### config.mk
export PLATFORM = sky130hd
export DESIGN_NAME = uart_multidrop
export DESIGN_NICKNAME = d
export VERILOG_FILES = /design/src/uart_md_pkg.sv /design/src/uart_multidrop.sv
export SDC_FILE = /design/constraint.sdc
export NUM_CORES = 2
export LEC_CHECK = 0
export BUFFER_PORTS_ARGS = -buffer_cell sky130_fd_sc_hd__buf_4
export CAP_MARGIN = 20
export CORE_ASPECT_RATIO = 0.6
export CORE_MARGIN = 2
export CORE_UTILIZATION = 57
export CTS_CLUSTER_DIAMETER = 40
export DETAILED_ROUTE_END_ITERATION = 16
export PLACE_DENSITY = 0.87
export SYNTH_ARGS = -nofsm -noshare
export SYNTH_HDL_FRONTEND = slang
export SYNTH_SLANG_ARGS = --single-unit
### constraint.sdc
create_clock -name clk_i -period 5.5 [get_ports clk_i]
set_clock_uncertainty 0.2 [all_clocks]
set_input_delay 0.825 -clock clk_i [delete_from_list [all_inputs] [get_ports clk_i]]
set_output_delay 0.825 -clock clk_i [all_outputs]
set_load 0.01 [all_outputs]
### src/uart_md_pkg.sv
// Constants for the multidrop receive, option bits and interrupt enables block
// What this block does
// - Multidrop bit set and special-character enable clear selects normal multidrop receive.
// - Receiver off: drop data bytes; address bytes flag parity error, interrupt, enter FIFO.
// - Enabled receiver takes data; each new address byte raises line status.
// - Multidrop bit and special-character enable both set select automatic address mode.
// - Automatic mode compares address bytes to second xoff character; discards others.
// - Matching address enables receiver, enters FIFO with ninth bit as parity error.
// - A later non-matching address disables the receiver until the next match.
// - Divisor and fraction registers reachable only while the divisor-latch bit is set.
// - Polarity bit zero drives direction high transmitting; one inverts it.
// - Flow-character parity check bit decides if parity-errored xon/xoff still act.
// - Infrared pulse is 3/16 bit time, or 1/4 with the fast bit.
// - Receive data interrupt and status follow FIFO level against trigger level.
// - Data ready sets when a character enters the FIFO, clears when empty.
// - Line status bits report overrun, head errors, transmit empties, FIFO error.
// - Clear-to-send rising edge raises its interrupt when enabled with enhanced bit.
// - Request-to-send rising edge raises its interrupt when enabled with enhanced bit.
// - Xoff interrupt enable gates xoff reception; writable only with enhanced bit.
// - Modem status interrupt raised while any of four delta bits is set.
// - All interrupt enables reset to zero.
// - FIFO enabled with the low four enables clear means polled mode.
// - Line status enable gates overrun, framing, parity and break interrupts.
package uart_md_pkg;
  // ==========================================
  // Register word indexes
  localparam logic [3:0] IDX_RHR_DLL = 4'h0;
  localparam logic [3:0] IDX_IER_DLM = 4'h1;
  localparam logic [3:0] IDX_ISR_DLD = 4'h2;
  localparam logic [3:0] IDX_LCR = 4'h3;
  localparam logic [3:0] IDX_LSR = 4'h4;
  localparam logic [3:0] IDX_MSR = 4'h5;
  localparam logic [3:0] IDX_EFR = 4'h6;
  localparam logic [3:0] IDX_SECOND_XOFF_CHARACTER = 4'h7;
  localparam logic [3:0] IDX_RXTRIG = 4'h8;
  localparam logic [3:0] IDX_RXCTL = 4'h9;
  // ==========================================
  // Field positions
  localparam int DLD_POL = 7;
  localparam int DLD_MDROP = 6;
  localparam int DLD_XPAR = 5;
  localparam int DLD_FASTIR = 4;
  localparam int EFR_ENH = 4;
  localparam int EFR_SPEC = 5;
  localparam int LCR_DLAB = 7;
  localparam int LCR_PAR_LO = 3;
  localparam int FCR_FIFO_EN = 0;
  localparam int RXCTL_OFF = 0;
  localparam int ENT_PE = 8;
  localparam int ENT_FE = 9;
  localparam int ENT_BRK = 10;
  localparam int ENT_W = 11;
  // ==========================================
  // Values
  localparam logic [7:0] REG_RESET = 8'h00;
  localparam logic [7:0] RXTRIG_RESET = 8'h01;
  localparam logic [2:0] LCR_FORCE_ZERO = 3'h7;
  localparam logic [7:0] IER_LOW_MASK = 8'h0F;
  localparam logic [7:0] IER_ENH_MASK = 8'hE0;
  localparam logic [5:0] ISR_LSI = 6'h06;
  localparam logic [5:0] ISR_RXRDY = 6'h04;
  localparam logic [5:0] ISR_MSR = 6'h00;
  localparam logic [5:0] ISR_XOFF = 6'h10;
  localparam logic [5:0] ISR_FLOW = 6'h20;
  localparam logic [5:0] ISR_NONE = 6'h01;
  localparam logic [2:0] IR_SIXTEENTHS_SLOW = 3'h3;
  localparam logic [2:0] IR_SIXTEENTHS_FAST = 3'h4;
endpackage

### src/uart_multidrop.sv
// Multidrop receive path, option bits, line status and interrupt enables of one channel
//
// The implementer's own choices: the register offsets and the Wishbone register port.
`timescale 1ns/1ps
module uart_multidrop #(
  parameter int DEPTH = 256
) (
  input wire logic clk_i,
  input wire logic rst_i,
  input wire logic [5:0] adr_i,
  input wire logic [31:0] dat_i,
  output logic [31:0] dat_o,
  input wire logic we_i,
  input wire logic [3:0] sel_i,
  input wire logic cyc_i,
  input wire logic stb_i,
  output logic ack_o,
  input wire logic rx_valid_i,
  input wire logic [7:0] rx_data_i,
  input wire logic rx_ninth_i,
  input wire logic rx_parity_err_i,
  input wire logic rx_frame_err_i,
  input wire logic rx_break_i,
  input wire logic rx_flow_char_i,
  input wire logic rx_is_xoff_i,
  input wire logic tx_active_i,
  input wire logic tx_fifo_empty_i,
  input wire logic tx_shift_empty_i,
  input wire logic cts_n_i,
  input wire logic rts_n_i,
  input wire logic dsr_n_i,
  input wire logic ri_n_i,
  input wire logic cd_n_i,
  output logic dir_o,
  output logic flow_valid_o,
  output logic xoff_irq_o,
  output logic line_irq_o,
  output logic rx_data_irq_o,
  output logic modem_irq_o,
  output logic cts_irq_o,
  output logic rts_irq_o,
  output logic polled_mode_o,
  output logic rx_enabled_o,
  output logic [2:0] ir_pulse_o,
  output logic [15:0] baud_div_o,
  output logic [3:0] baud_frac_o
);
  localparam int AW = $clog2(DEPTH);

  // ==========================================
  // Helpers
  function automatic logic has_err(input logic [uart_md_pkg::ENT_W-1:0] e);
    has_err = e[uart_md_pkg::ENT_PE] | e[uart_md_pkg::ENT_FE] | e[uart_md_pkg::ENT_BRK];
  endfunction

  // ==========================================
  // Registers
  logic ack_reg;
  logic [7:0] dll_reg;
  logic [7:0] dlm_reg;
  logic [7:0] dld_reg;
  logic [7:0] ier_reg;
  logic [7:0] lcr_reg;
  logic [7:0] fcr_reg;
  logic [7:0] efr_reg;
  logic [7:0] second_xoff_character_reg;
  logic [7:0] rxtrig_reg;
  logic rx_off_reg;
  logic overrun_reg;
  logic lsi_reg;
  logic xoff_reg;
  logic cts_flag_reg;
  logic rts_flag_reg;
  logic cts_prev_reg;
  logic rts_prev_reg;
  logic [3:0] modem_prev_reg;
  logic [3:0] delta_reg;
  logic [uart_md_pkg::ENT_W-1:0] mem [DEPTH];
  logic [AW-1:0] wr_ptr_reg;
  logic [AW-1:0] rd_ptr_reg;
  logic [AW:0] count_reg;
  logic [AW:0] err_count_reg;
  logic [7:0] rdata;

  // ==========================================
  // Bus decode
  logic acc;
  logic wr;
  logic rd;
  logic dlab;
  logic [3:0] idx;
  assign acc = cyc_i & stb_i & ~ack_reg;
  assign wr = acc & we_i & sel_i[0];
  assign rd = acc & ~we_i;
  assign idx = adr_i[5:2];
  assign dlab = lcr_reg[uart_md_pkg::LCR_DLAB];

  logic wr_dll;
  logic wr_dlm;
  logic wr_dld;
  logic wr_ier;
  logic wr_fcr;
  logic rd_rhr;
  logic rd_isr;
  logic rd_lsr;
  logic rd_msr;
  assign wr_dll = wr & idx == uart_md_pkg::IDX_RHR_DLL & dlab;
  assign wr_dlm = wr & idx == uart_md_pkg::IDX_IER_DLM & dlab;
  assign wr_dld = wr & idx == uart_md_pkg::IDX_ISR_DLD & dlab;
  assign wr_ier = wr & idx == uart_md_pkg::IDX_IER_DLM & ~dlab;
  assign wr_fcr = wr & idx == uart_md_pkg::IDX_ISR_DLD & ~dlab;
  assign rd_rhr = rd & idx == uart_md_pkg::IDX_RHR_DLL & ~dlab;
  assign rd_isr = rd & idx == uart_md_pkg::IDX_ISR_DLD & ~dlab;
  assign rd_lsr = rd & idx == uart_md_pkg::IDX_LSR;
  assign rd_msr = rd & idx == uart_md_pkg::IDX_MSR;

  // ==========================================
  // Receive acceptance
  logic mdrop;
  logic auto_md;
  logic forced_zero;
  logic pe_in;
  logic push;
  logic auto_on;
  logic auto_off;
  logic [uart_md_pkg::ENT_W-1:0] entry;
  assign mdrop = dld_reg[uart_md_pkg::DLD_MDROP];
  assign auto_md = mdrop & efr_reg[uart_md_pkg::EFR_SPEC];
  assign forced_zero = lcr_reg[uart_md_pkg::LCR_PAR_LO +: 3] == uart_md_pkg::LCR_FORCE_ZERO;

  always_comb begin
    // Address bytes carry a ninth bit of one, so forced parity zero flags them
    pe_in = forced_zero ? rx_ninth_i : rx_parity_err_i;
    push = 1'b0;
    auto_on = 1'b0;
    auto_off = 1'b0;
    if (rx_valid_i) begin
      if (!mdrop) begin
        push = 1'b1;
      end else if (!auto_md) begin
        push = rx_ninth_i | ~rx_off_reg;
      end else if (rx_ninth_i) begin
        push = rx_data_i == second_xoff_character_reg;
        auto_on = push;
        auto_off = ~push;
      end else begin
        push = ~rx_off_reg;
      end
    end
    entry = {rx_break_i, rx_frame_err_i, auto_md ? rx_ninth_i : pe_in, rx_data_i};
  end

  // ==========================================
  // Receive FIFO
  logic full;
  logic empty;
  logic push_ok;
  logic pop;
  logic overrun_ev;
  logic [uart_md_pkg::ENT_W-1:0] head;
  assign full = count_reg == (AW+1)'(DEPTH);
  assign empty = count_reg == '0;
  assign push_ok = push & ~full;
  assign overrun_ev = push & full;
  assign pop = rd_rhr & ~empty;
  assign head = mem[rd_ptr_reg];

  always_ff @(posedge clk_i) begin
    if (push_ok) begin
      mem[wr_ptr_reg] <= entry;
    end
  end

  always_ff @(posedge clk_i) begin
    if (rst_i) begin
      wr_ptr_reg <= '0;
      rd_ptr_reg <= '0;
      count_reg <= '0;
    end else begin
      if (push_ok) begin
        wr_ptr_reg <= wr_ptr_reg + 1'b1;
      end
      if (pop) begin
        rd_ptr_reg <= rd_ptr_reg + 1'b1;
      end
      if (push_ok & ~pop) begin
        count_reg <= count_reg + 1'b1;
      end else if (pop & ~push_ok) begin
        count_reg <= count_reg - 1'b1;
      end
    end
  end

  // Counting errored entries keeps the FIFO-wide error bit exact without a scan
  logic err_in;
  logic err_out;
  assign err_in = push_ok & has_err(entry);
  assign err_out = pop & has_err(head);
  always_ff @(posedge clk_i) begin
    if (rst_i) begin
      err_count_reg <= '0;
    end else if (err_in & ~err_out) begin
      err_count_reg <= err_count_reg + 1'b1;
    end else if (err_out & ~err_in) begin
      err_count_reg <= err_count_reg - 1'b1;
    end
  end

  // ==========================================
  // Receiver enable, software and automatic
  always_ff @(posedge clk_i) begin
    if (rst_i) begin
      rx_off_reg <= 1'b0;
    end else if (auto_on) begin
      rx_off_reg <= 1'b0;
    end else if (auto_off) begin
      rx_off_reg <= 1'b1;
    end else if (wr & idx == uart_md_pkg::IDX_RXCTL) begin
      rx_off_reg <= dat_i[uart_md_pkg::RXCTL_OFF];
    end
  end

  // ==========================================
  // Configuration registers
  always_ff @(posedge clk_i) begin
    if (rst_i) begin
      dll_reg <= uart_md_pkg::REG_RESET;
      dlm_reg <= uart_md_pkg::REG_RESET;
      dld_reg <= uart_md_pkg::REG_RESET;
    end else begin
      if (wr_dll) begin
        dll_reg <= dat_i[7:0];
      end
      if (wr_dlm) begin
        dlm_reg <= dat_i[7:0];
      end
      if (wr_dld) begin
        dld_reg <= dat_i[7:0];
      end
    end
  end

  always_ff @(posedge clk_i) begin
    if (rst_i) begin
      lcr_reg <= uart_md_pkg::REG_RESET;
      fcr_reg <= uart_md_pkg::REG_RESET;
      efr_reg <= uart_md_pkg::REG_RESET;
      second_xoff_character_reg <= uart_md_pkg::REG_RESET;
      rxtrig_reg <= uart_md_pkg::RXTRIG_RESET;
    end else begin
      if (wr & idx == uart_md_pkg::IDX_LCR) begin
        lcr_reg <= dat_i[7:0];
      end
      if (wr_fcr) begin
        fcr_reg <= dat_i[7:0];
      end
      if (wr & idx == uart_md_pkg::IDX_EFR) begin
        efr_reg <= dat_i[7:0];
      end
      if (wr & idx == uart_md_pkg::IDX_SECOND_XOFF_CHARACTER) begin
        second_xoff_character_reg <= dat_i[7:0];
      end
      if (wr & idx == uart_md_pkg::IDX_RXTRIG) begin
        rxtrig_reg <= dat_i[7:0];
      end
    end
  end

  // Upper enables keep their value unless the enhanced bit opens them
  logic [7:0] ier_mask;
  assign ier_mask = efr_reg[uart_md_pkg::EFR_ENH] ?
      (uart_md_pkg::IER_LOW_MASK | uart_md_pkg::IER_ENH_MASK) : uart_md_pkg::IER_LOW_MASK;
  always_ff @(posedge clk_i) begin
    if (rst_i) begin
      ier_reg <= uart_md_pkg::REG_RESET;
    end else if (wr_ier) begin
      ier_reg <= (dat_i[7:0] & ier_mask) | (ier_reg & ~ier_mask & uart_md_pkg::IER_ENH_MASK);
    end
  end

  // ==========================================
  // Sticky event flags, set wins over clear
  logic flow_valid;
  assign flow_valid = rx_valid_i & rx_flow_char_i & ~(dld_reg[uart_md_pkg::DLD_XPAR] & pe_in);

  always_ff @(posedge clk_i) begin
    if (rst_i) begin
      overrun_reg <= 1'b0;
      lsi_reg <= 1'b0;
    end else begin
      overrun_reg <= overrun_ev | (overrun_reg & ~rd_lsr);
      lsi_reg <= overrun_ev | err_in | (lsi_reg & ~rd_lsr);
    end
  end

  always_ff @(posedge clk_i) begin
    if (rst_i) begin
      xoff_reg <= 1'b0;
    end else begin
      xoff_reg <= (flow_valid & rx_is_xoff_i) | (xoff_reg & ~rd_isr);
    end
  end

  logic cts_rise;
  logic rts_rise;
  logic [3:0] modem_now;
  assign cts_rise = cts_n_i & ~cts_prev_reg;
  assign rts_rise = rts_n_i & ~rts_prev_reg;
  assign modem_now = {cd_n_i, ri_n_i, dsr_n_i, cts_n_i};
  always_ff @(posedge clk_i) begin
    if (rst_i) begin
      cts_prev_reg <= 1'b1;
      rts_prev_reg <= 1'b1;
      modem_prev_reg <= 4'hF;
      cts_flag_reg <= 1'b0;
      rts_flag_reg <= 1'b0;
      delta_reg <= 4'h0;
    end else begin
      cts_prev_reg <= cts_n_i;
      rts_prev_reg <= rts_n_i;
      modem_prev_reg <= modem_now;
      cts_flag_reg <= cts_rise | (cts_flag_reg & ~rd_msr);
      rts_flag_reg <= rts_rise | (rts_flag_reg & ~rd_msr);
      delta_reg <= (modem_now ^ modem_prev_reg) | (delta_reg & {4{~rd_msr}});
    end
  end

  // ==========================================
  // Status views
  logic rx_trig_hit;
  logic enh;
  logic modem_int;
  logic flow_int;
  logic [7:0] line_status_register;
  logic [7:0] interrupt_source_register;
  assign rx_trig_hit = fcr_reg[uart_md_pkg::FCR_FIFO_EN] & (count_reg >= (AW+1)'(rxtrig_reg));
  assign enh = efr_reg[uart_md_pkg::EFR_ENH];
  assign modem_int = ier_reg[3] & |delta_reg;
  assign flow_int = enh & ((ier_reg[7] & cts_flag_reg) | (ier_reg[6] & rts_flag_reg));
  assign line_status_register = {err_count_reg != '0, tx_fifo_empty_i & tx_shift_empty_i, tx_fifo_empty_i,
      head[uart_md_pkg::ENT_BRK] & ~empty, head[uart_md_pkg::ENT_FE] & ~empty,
      head[uart_md_pkg::ENT_PE] & ~empty, overrun_reg, ~empty};

  always_comb begin
    interrupt_source_register[7:6] = {2{fcr_reg[uart_md_pkg::FCR_FIFO_EN]}};
    if (ier_reg[2] & lsi_reg) begin
      interrupt_source_register[5:0] = uart_md_pkg::ISR_LSI;
    end else if (ier_reg[0] & rx_trig_hit) begin
      interrupt_source_register[5:0] = uart_md_pkg::ISR_RXRDY;
    end else if (modem_int) begin
      interrupt_source_register[5:0] = uart_md_pkg::ISR_MSR;
    end else if (ier_reg[5] & xoff_reg) begin
      interrupt_source_register[5:0] = uart_md_pkg::ISR_XOFF;
    end else if (flow_int) begin
      interrupt_source_register[5:0] = uart_md_pkg::ISR_FLOW;
    end else begin
      interrupt_source_register[5:0] = uart_md_pkg::ISR_NONE;
    end
  end

  // ==========================================
  // Read data mux
  always_comb begin
    rdata = 8'h00;
    unique case (idx)
      uart_md_pkg::IDX_RHR_DLL: rdata = dlab ? dll_reg : head[7:0];
      uart_md_pkg::IDX_IER_DLM: rdata = dlab ? dlm_reg : ier_reg;
      uart_md_pkg::IDX_ISR_DLD: rdata = dlab ? dld_reg : interrupt_source_register;
      uart_md_pkg::IDX_LCR: rdata = lcr_reg;
      uart_md_pkg::IDX_LSR: rdata = line_status_register;
      uart_md_pkg::IDX_MSR: rdata = {~cd_n_i, ~ri_n_i, ~dsr_n_i, ~cts_n_i, delta_reg};
      uart_md_pkg::IDX_EFR: rdata = efr_reg;
      uart_md_pkg::IDX_SECOND_XOFF_CHARACTER: rdata = second_xoff_character_reg;
      uart_md_pkg::IDX_RXTRIG: rdata = rxtrig_reg;
      uart_md_pkg::IDX_RXCTL: rdata = {7'h00, rx_off_reg};
      default: rdata = 8'h00;
    endcase
  end

  // ==========================================
  // Wishbone answer, registered, one cycle after the request
  always_ff @(posedge clk_i) begin
    if (rst_i) begin
      ack_reg <= 1'b0;
      dat_o <= 32'h0000_0000;
    end else begin
      ack_reg <= acc;
      if (rd) begin
        dat_o <= {24'h000000, rdata};
      end
    end
  end
  assign ack_o = ack_reg;

  // ==========================================
  // Registered outputs
  always_ff @(posedge clk_i) begin
    if (rst_i) begin
      dir_o <= 1'b0;
      flow_valid_o <= 1'b0;
      xoff_irq_o <= 1'b0;
      line_irq_o <= 1'b0;
      rx_data_irq_o <= 1'b0;
      modem_irq_o <= 1'b0;
      cts_irq_o <= 1'b0;
      rts_irq_o <= 1'b0;
      polled_mode_o <= 1'b0;
      rx_enabled_o <= 1'b1;
      ir_pulse_o <= uart_md_pkg::IR_SIXTEENTHS_SLOW;
      baud_div_o <= 16'h0000;
      baud_frac_o <= 4'h0;
    end else begin
      dir_o <= tx_active_i ^ dld_reg[uart_md_pkg::DLD_POL];
      flow_valid_o <= flow_valid;
      xoff_irq_o <= ier_reg[5] & xoff_reg;
      line_irq_o <= ier_reg[2] & lsi_reg;
      rx_data_irq_o <= ier_reg[0] & rx_trig_hit;
      modem_irq_o <= modem_int;
      cts_irq_o <= enh & ier_reg[7] & cts_flag_reg;
      rts_irq_o <= enh & ier_reg[6] & rts_flag_reg;
      polled_mode_o <= fcr_reg[uart_md_pkg::FCR_FIFO_EN] & (ier_reg[3:0] == 4'h0);
      rx_enabled_o <= ~rx_off_reg;
      ir_pulse_o <= dld_reg[uart_md_pkg::DLD_FASTIR] ?
          uart_md_pkg::IR_SIXTEENTHS_FAST : uart_md_pkg::IR_SIXTEENTHS_SLOW;
      baud_div_o <= {dlm_reg, dll_reg};
      baud_frac_o <= dld_reg[3:0];
    end
  end
endmodule // uart_multidrop

After elaboration in Yosys (flattened, before gate mapping)
Memory sizes are Yosys's and may differ from the RTL's. A register that Yosys moved wholly into a read port is not among the register bits.
Index checks and enable logic that the tools add are counted.
Word-level totals
  bits in registers: 157
  logic and storage cells: 205
  input bits: 70
  RAM bits: 2816
  memories kept: 1
  output and inout port bits: 66
Memories
  mem: depth 256, width 11, rd ports 1, clocked after Yosys merged registers in 1, write ports 1, RTL line uart_multidrop.sv:78  | logic [uart_md_pkg::ENT_W-1:0] mem [DEPTH];
Cells by class
  equal/unequal tests: 12
  bitwise logic cells: 103
  reduce and logical (&&, ||, !) cells: 9
  add/subtract/negate cells: 6
  muxes and demuxes: 35
  magnitude comparators: 1
Operator list (number)
  $pmux W8 S10: 1
  $and A1 B1 Y1: 62
  $mux W8: 6
  $mux W9: 4
  $mux W6: 5
  $not A1 Y1: 21
  $add A9 B1 Y9 const B: 2
  $mux W1: 18
  $sub A9 B1 Y9 const B: 2
  $add A8 B1 Y8 const B: 2
  $and A8 B8 Y8: 2
  $eq A4 B3 Y1 const B: 4
  $or A1 B1 Y1: 12
  $eq A9 B9 Y1 const B: 1
  $ge A9 B8 Y1: 1
  $logic_not A9 Y1: 1
  $reduce_bool A9 Y1: 1
  $eq A4 B2 Y1 const B: 2
  $eq A4 B4 Y1 const B: 2
  $eq A8 B8 Y1: 1
  $logic_not A4 Y1: 2
  $not A8 Y8: 1
  $or A8 B8 Y8: 1
  $reduce_bool A2 Y1: 3
  9 further kinds: 9

Longest topological paths before layout
  depth after elaboration: 11
  depth in mapped cells: 25
  gate-level depth less buffers: 19

Least setup slack after synthesis
OpenSTA, ideal clock, no wires.
  kind: input to register
  start: in rx_parity_err_i
  end: reg err_count_reg[8]
  arrival time: 5.056 ns
  data required time: 5.179 ns
  buffers on the path: 0
  library setup time: 0.121 ns
  stages on the path: 14
  slack: 0.124 ns
  cells stage by stage: mux2_2 mux2_2 o31a_1 ha_1 inv_1 ha_1 a21oi_1 o21ai_0 a21oi_1 o21bai_1 a21o_1 a21oi_1 mux2i_1 mux2_2
Between the ends
  cells in the longest elaborated chain, start to end: 8
  elaborated cells on any way between the ends: 10
  classes of those cells: mux: 3; bitwise: 6; reduce/logical: 1
RTL lines
  from (decl): RTL line uart_multidrop.sv:21  | input wire logic rx_parity_err_i,
  $mux W1 *: RTL line uart_multidrop.sv:133  | pe_in = forced_zero ? rx_ninth_i : rx_parity_err_i;
  $mux W1 *: RTL line uart_multidrop.sv:150  | entry = {rx_break_i, rx_frame_err_i, auto_md ? rx_ninth_i : pe_in, rx_data_i};
  net entry, one bit: RTL line uart_multidrop.sv:126  | logic [uart_md_pkg::ENT_W-1:0] entry;
  $or A1 B1 Y1 * (2 in a row): RTL line uart_multidrop.sv:53  | has_err = e[uart_md_pkg::ENT_PE] | e[uart_md_pkg::ENT_FE] | e[uart_md_pkg::ENT_BRK];
  $and A1 B1 Y1 *: RTL line uart_multidrop.sv:197  | assign err_in = push_ok & has_err(entry);
  $not A1 Y1: RTL line uart_multidrop.sv:204  | end else if (err_out & ~err_in) begin
  $and A1 B1 Y1: RTL line uart_multidrop.sv:204
  $reduce_bool A2 Y1 (no source line)
  to (signal assigned): RTL line uart_multidrop.sv:203  | err_count_reg <= err_count_reg + 1'b1;
  to (signal assigned): RTL line uart_multidrop.sv:205  | err_count_reg <= err_count_reg - 1'b1;
  to (decl): RTL line uart_multidrop.sv:82  | logic [AW:0] err_count_reg;
Mark *: on every way through the listed nets, which the timed path passes. The rest lies on a longest branch.
A chain may end at the register's enable or synchronous reset.

==> run_results.csv <==
group,metric,value,unit
worst_setup_path,crit_path_end_kind,"flip-flop",
worst_setup_path,start_kind,"flip-flop",
clocking,cts_max_path_buffers,4,
yosys,synth_warnings,0,
yosys,syn_area_per_cell,20.2,um2
routing,met1_length,120000,um
yosys,yosysUniqueCellTypes,80,
floorplan,die_x,587,um
run_status,status,"finished, violations left",
yosys,synthArstFlopShare,0,%
routing,drt_iter0_drc,15400,
floorplan,die_area,207000,um2
timing,hold_viol_final,0,
final_layout,stdcell_area,133000,um2
timing,fin_ws,-0.449,ns
timing,clock.fmax,168,MHz
final_layout,synthToLayoutAreaGrowth,14.3,%
global_route,grt_max_degree,180,
power_and_ir_drop,leakagePower,42.0,nW
routing,wirelength,386000,um
worst_setup_path,critPathMostFrequentCell,"a21oi_2",
worst_setup_path,critical_path_class,"reg -> reg",
floorplan,io_pins,136,
yosys,ys_ff_latch,2978,
clocking,cts_root_buf,"clkbuf_16",
timing,setup_violations,5,
worst_hold_path,min_path_type,"in -> reg",
yosys,synth_flop_cell,"edfxtp_1",
final_layout,largest_register,"mem",
placement,io_buffers,82,
yosys,syn-instance-count,5756,
yosys,synth_area,116000,um2
placement,gp_congestion,1.00,
worst_setup_path,crit_arrival,6.53,ns
routing,route.met2.wl,163000,um
power_and_ir_drop,power.density,330,nW/um2
floorplan,die_h,354,um
final_layout,fin_cells,9420,
clocking,insertion_delay,0.94,ns
placement,post-dp-hpwl,240000,um
worst_setup_path,cpMaxStageDelayCell,"nand4_1",
timing,worst_hold_slack,0.0475,ns
clocking,clkSinkCount,2978,
routing,wl_per_cell,41.0,um
timing,rsz0062_at_grt,"true",
worst_setup_path,cp_cell_sequence,"buf_12 -> buf_16 -> mux4_2 -> a22oi_2 -> a211oi_2 -> nor4_2 -> nand4_1 -> buf_4 -> o31ai_4 -> nor2_4 -> o21bai_4 -> buf_6 -> ha_4 -> inv_6 -> buf_6 -> ha_4 -> a21o_1 -> a21oi_2 -> o21bai_1 -> a21oi_2 -> o21bai_2 -> a21oi_2 -> and4b_1 -> a311o_1",
timing,finalCritPeriodShare,108,%
global_route,antenna_found_initial,33,
global_route,grt_usage,36.6,%
routing,dr.pass1.iters,7,
final_layout,reg.largest.list,"mem x2816, baud_div_o x16",
worst_setup_path,path_max_fanout,8,
final_layout,largest_register_ffs,2816,
clocking,h-tree-depth,4,
timing,slew_viol_final,0,
routing,drc,0,
floorplan,coreArea,203000,um2
floorplan,rows,128,
timing,max_slew_margin,1.05,%
final_layout,fillerInstances,12100,
routing,highest_layer,"met5",
yosys,synth_edf_count,2816,
timing,min_period,5.95,ns
clocking,cts_tree,"done",
yosys,ys_seq_area_share,75.6,%
routing,ant_nets,0,
routing,met3_length,82300,um
routing,vias,68900,
power_and_ir_drop,ir_drop,0.273,mV
placement,postPlaceCellArea,124000,um2
final_layout,nets,6590,
routing,via_per_inst,7.32,
timing,max_slew.worst_pin.slew,1.48,ns
worst_setup_path,crit_required,6.08,ns
clocking,cts_buffers,241,
worst_setup_path,critical_path.top_delay_family,"compound AO/OA/AOI/OAI gates",
clocking,clk_pin_slew,0.07,ns
global_route,grt_overflow_total,0,
flow_run,maxCapViolCount,0,
worst_setup_path,slowest_delay,0.68,ns
run_status,violations,"setup timing",
floorplan,start_util,57.3,%
final_layout,drive_gt1_share,29.1,%
worst_setup_path,worst-path-buf-inv,6,
global_route,grt_pass1_vias,66100,
global_route,grt_pass1_wl,524000,um
placement,dp_cells,8933,
==> routing by layer <==
| layer | vias to the layer above | track usage (%) |
|---|---|---|
| met1 | 34400 | 48.0 |
| met3 | 1436 | 20.4 |
| met2 | 7906 | 51.0 |
| met4 | 50 | 13.8 |
| li1 | 25100 | - |
| met5 | - | 1.77 |
==> per-stage QoR <==
| stage | setup WS (ns) | total power, mW | utilization, % | TNS, ns |
|---|---|---|---|---|
| floorplan | 0.124 | 25.9 | - | 0 |
| global placement | -0.792 | 26.5 | 61.2 | -2.50 |
| detailed placement | -0.771 | 26.6 | 61.2 | -2.69 |
| CTS | -0.00268 | 43.6 | 65.3 | -0.00268 |
| global route | -0.330 | 44.5 | 65.5 | -0.828 |
| finish | -0.449 | 43.8 | 65.5 | -1.33 |
==> logic make-up (layout without fill, tap and decap cells) <==
kind of cell | Yosys count | count (layout) | share of synthesized area (%)
xor gates and xnor gates | 37 | 37 | 0.279
and+or+nand+nor | 915 | 915 | 3.45
muxes | 886 | 886 | 15.2
other | 1 | 38 | 0.00323
DFF | 2978 | 2978 | 75.6
adders and majority gates | 33 | 33 | 0.369
buffers and inverters | 391 | 1288 | 1.90
AOI/OAI and AO/OA | 515 | 515 | 3.19
==> worst register-to-register path, delay by kind of cell (launching register included) <==
kind                     cells  cell delay [ns]
adder cells (fa/ha/maj)      2             0.43
AO/OA/AOI/OAI               11             1.76
AND/OR/NAND/NOR              4             1.33
flip-flops                   1             0.42
multiplexers                 1             0.57
buffers and inverters        6             1.12
==> cells in the final DEF, fill, tap and decap left out, types with 26 or more instances in the layout <==
cell type	synthesis	routed
nor3_1	38	35
o22ai_1	54	52
clkinv_2	0	35
a22oi_1	96	91
a22o_1	45	45
nor2b_1	48	41
a221oi_1	53	50
inv_1	27	26
edfxtp_1	2816	2816
clkbuf_1	137	53
nand2_1	214	213
dfxtp_1	162	154
ha_1	31	26
nor2_1	420	417
nand3_1	90	90
clkinv_1	2	48
buf_4	81	739
buf_12	1	43
mux4_2	697	697
mux2i_1	172	172
o21ai_0	36	34
clkbuf_16	0	246
a21oi_1	94	87
==> power breakdown <==
group          switching (mW)  leakage [nW]  internal [mW]
clock network            8.22          3.72           9.32
registers              0.0748          26.6           24.8
logic                   0.955          11.7          0.427
==> what timing repair did <==
action | CTS | global route
pin swaps | 11 | 26
setup endpoints to repair | 6 | 5
buffers inserted | 18 | 7
resized for setup | 29 | 32
hold buffers | 6 | 0
endpoints found under the hold margin | 6 | 0
cloned | 4 | 1
==> final timing paths <==
kind	to	slack (ns)	startpoint	depth (start not counted)
hold / removal	modem_prev_reg[2]	0.05	ri_n_i	2
setup / recovery	err_count_reg[7]	-0.45	flip-flop	24
setup reg to reg	err_count_reg[7]	-0.45	flip-flop	24
hold reg to reg	rx_enabled_o	0.26	rx_off_reg	1
==> synthesized netlist by cell type (8+ instances only) <==
master,n,area share [%]
edfxtp_1,2816,73
buf_2,81,0.35
nand3_1,90,0.39
o21bai_1,8,0.052
a211oi_1,12,0.078
a22oi_1,96,0.62
and3_1,8,0.043
buf_1,17,0.055
mux2i_1,172,1.5
a221oi_1,53,0.40
clkbuf_1,137,0.44
a2111oi_0,10,0.075
nor2_1,420,1.4
nor3_1,38,0.16
a31oi_1,12,0.065
dfxtp_1,162,2.8
xor2_1,24,0.18
a22o_1,45,0.34
mux2_2,17,0.16
nand2b_1,15,0.081
or2_2,8,0.043
a21oi_1,94,0.41
mux4_2,697,14
o22ai_1,54,0.29
xnor2_1,13,0.098
nor4_1,22,0.12
nor2b_1,48,0.26
o211ai_1,11,0.071
buf_6,40,0.39
nand4_1,24,0.13
o21ai_0,36,0.16
nand2_1,214,0.69
inv_1,27,0.087
ha_1,31,0.33
buf_4,81,0.52
==> layout make-up <==
| cell class | count | area [um2] | share of cell area [%] |
|---|---|---|---|
| sequential | 2978 | 87800 | 66.2 |
| multi-input combinational | 2410 | 26500 | 20.0 |
| timing repair buffer | 824 | 7120 | 5.37 |
| clock buffer | 303 | 6400 | 4.82 |
| tap | 2730 | 3420 | 2.57 |
| clock inverter | 129 | 1270 | 0.957 |
| inverter | 32 | 130 | 0.0981 |
| antenna | 14 | 35.0 | 0.0264 |
Note: power is estimated with default switching activity, not from simulation.
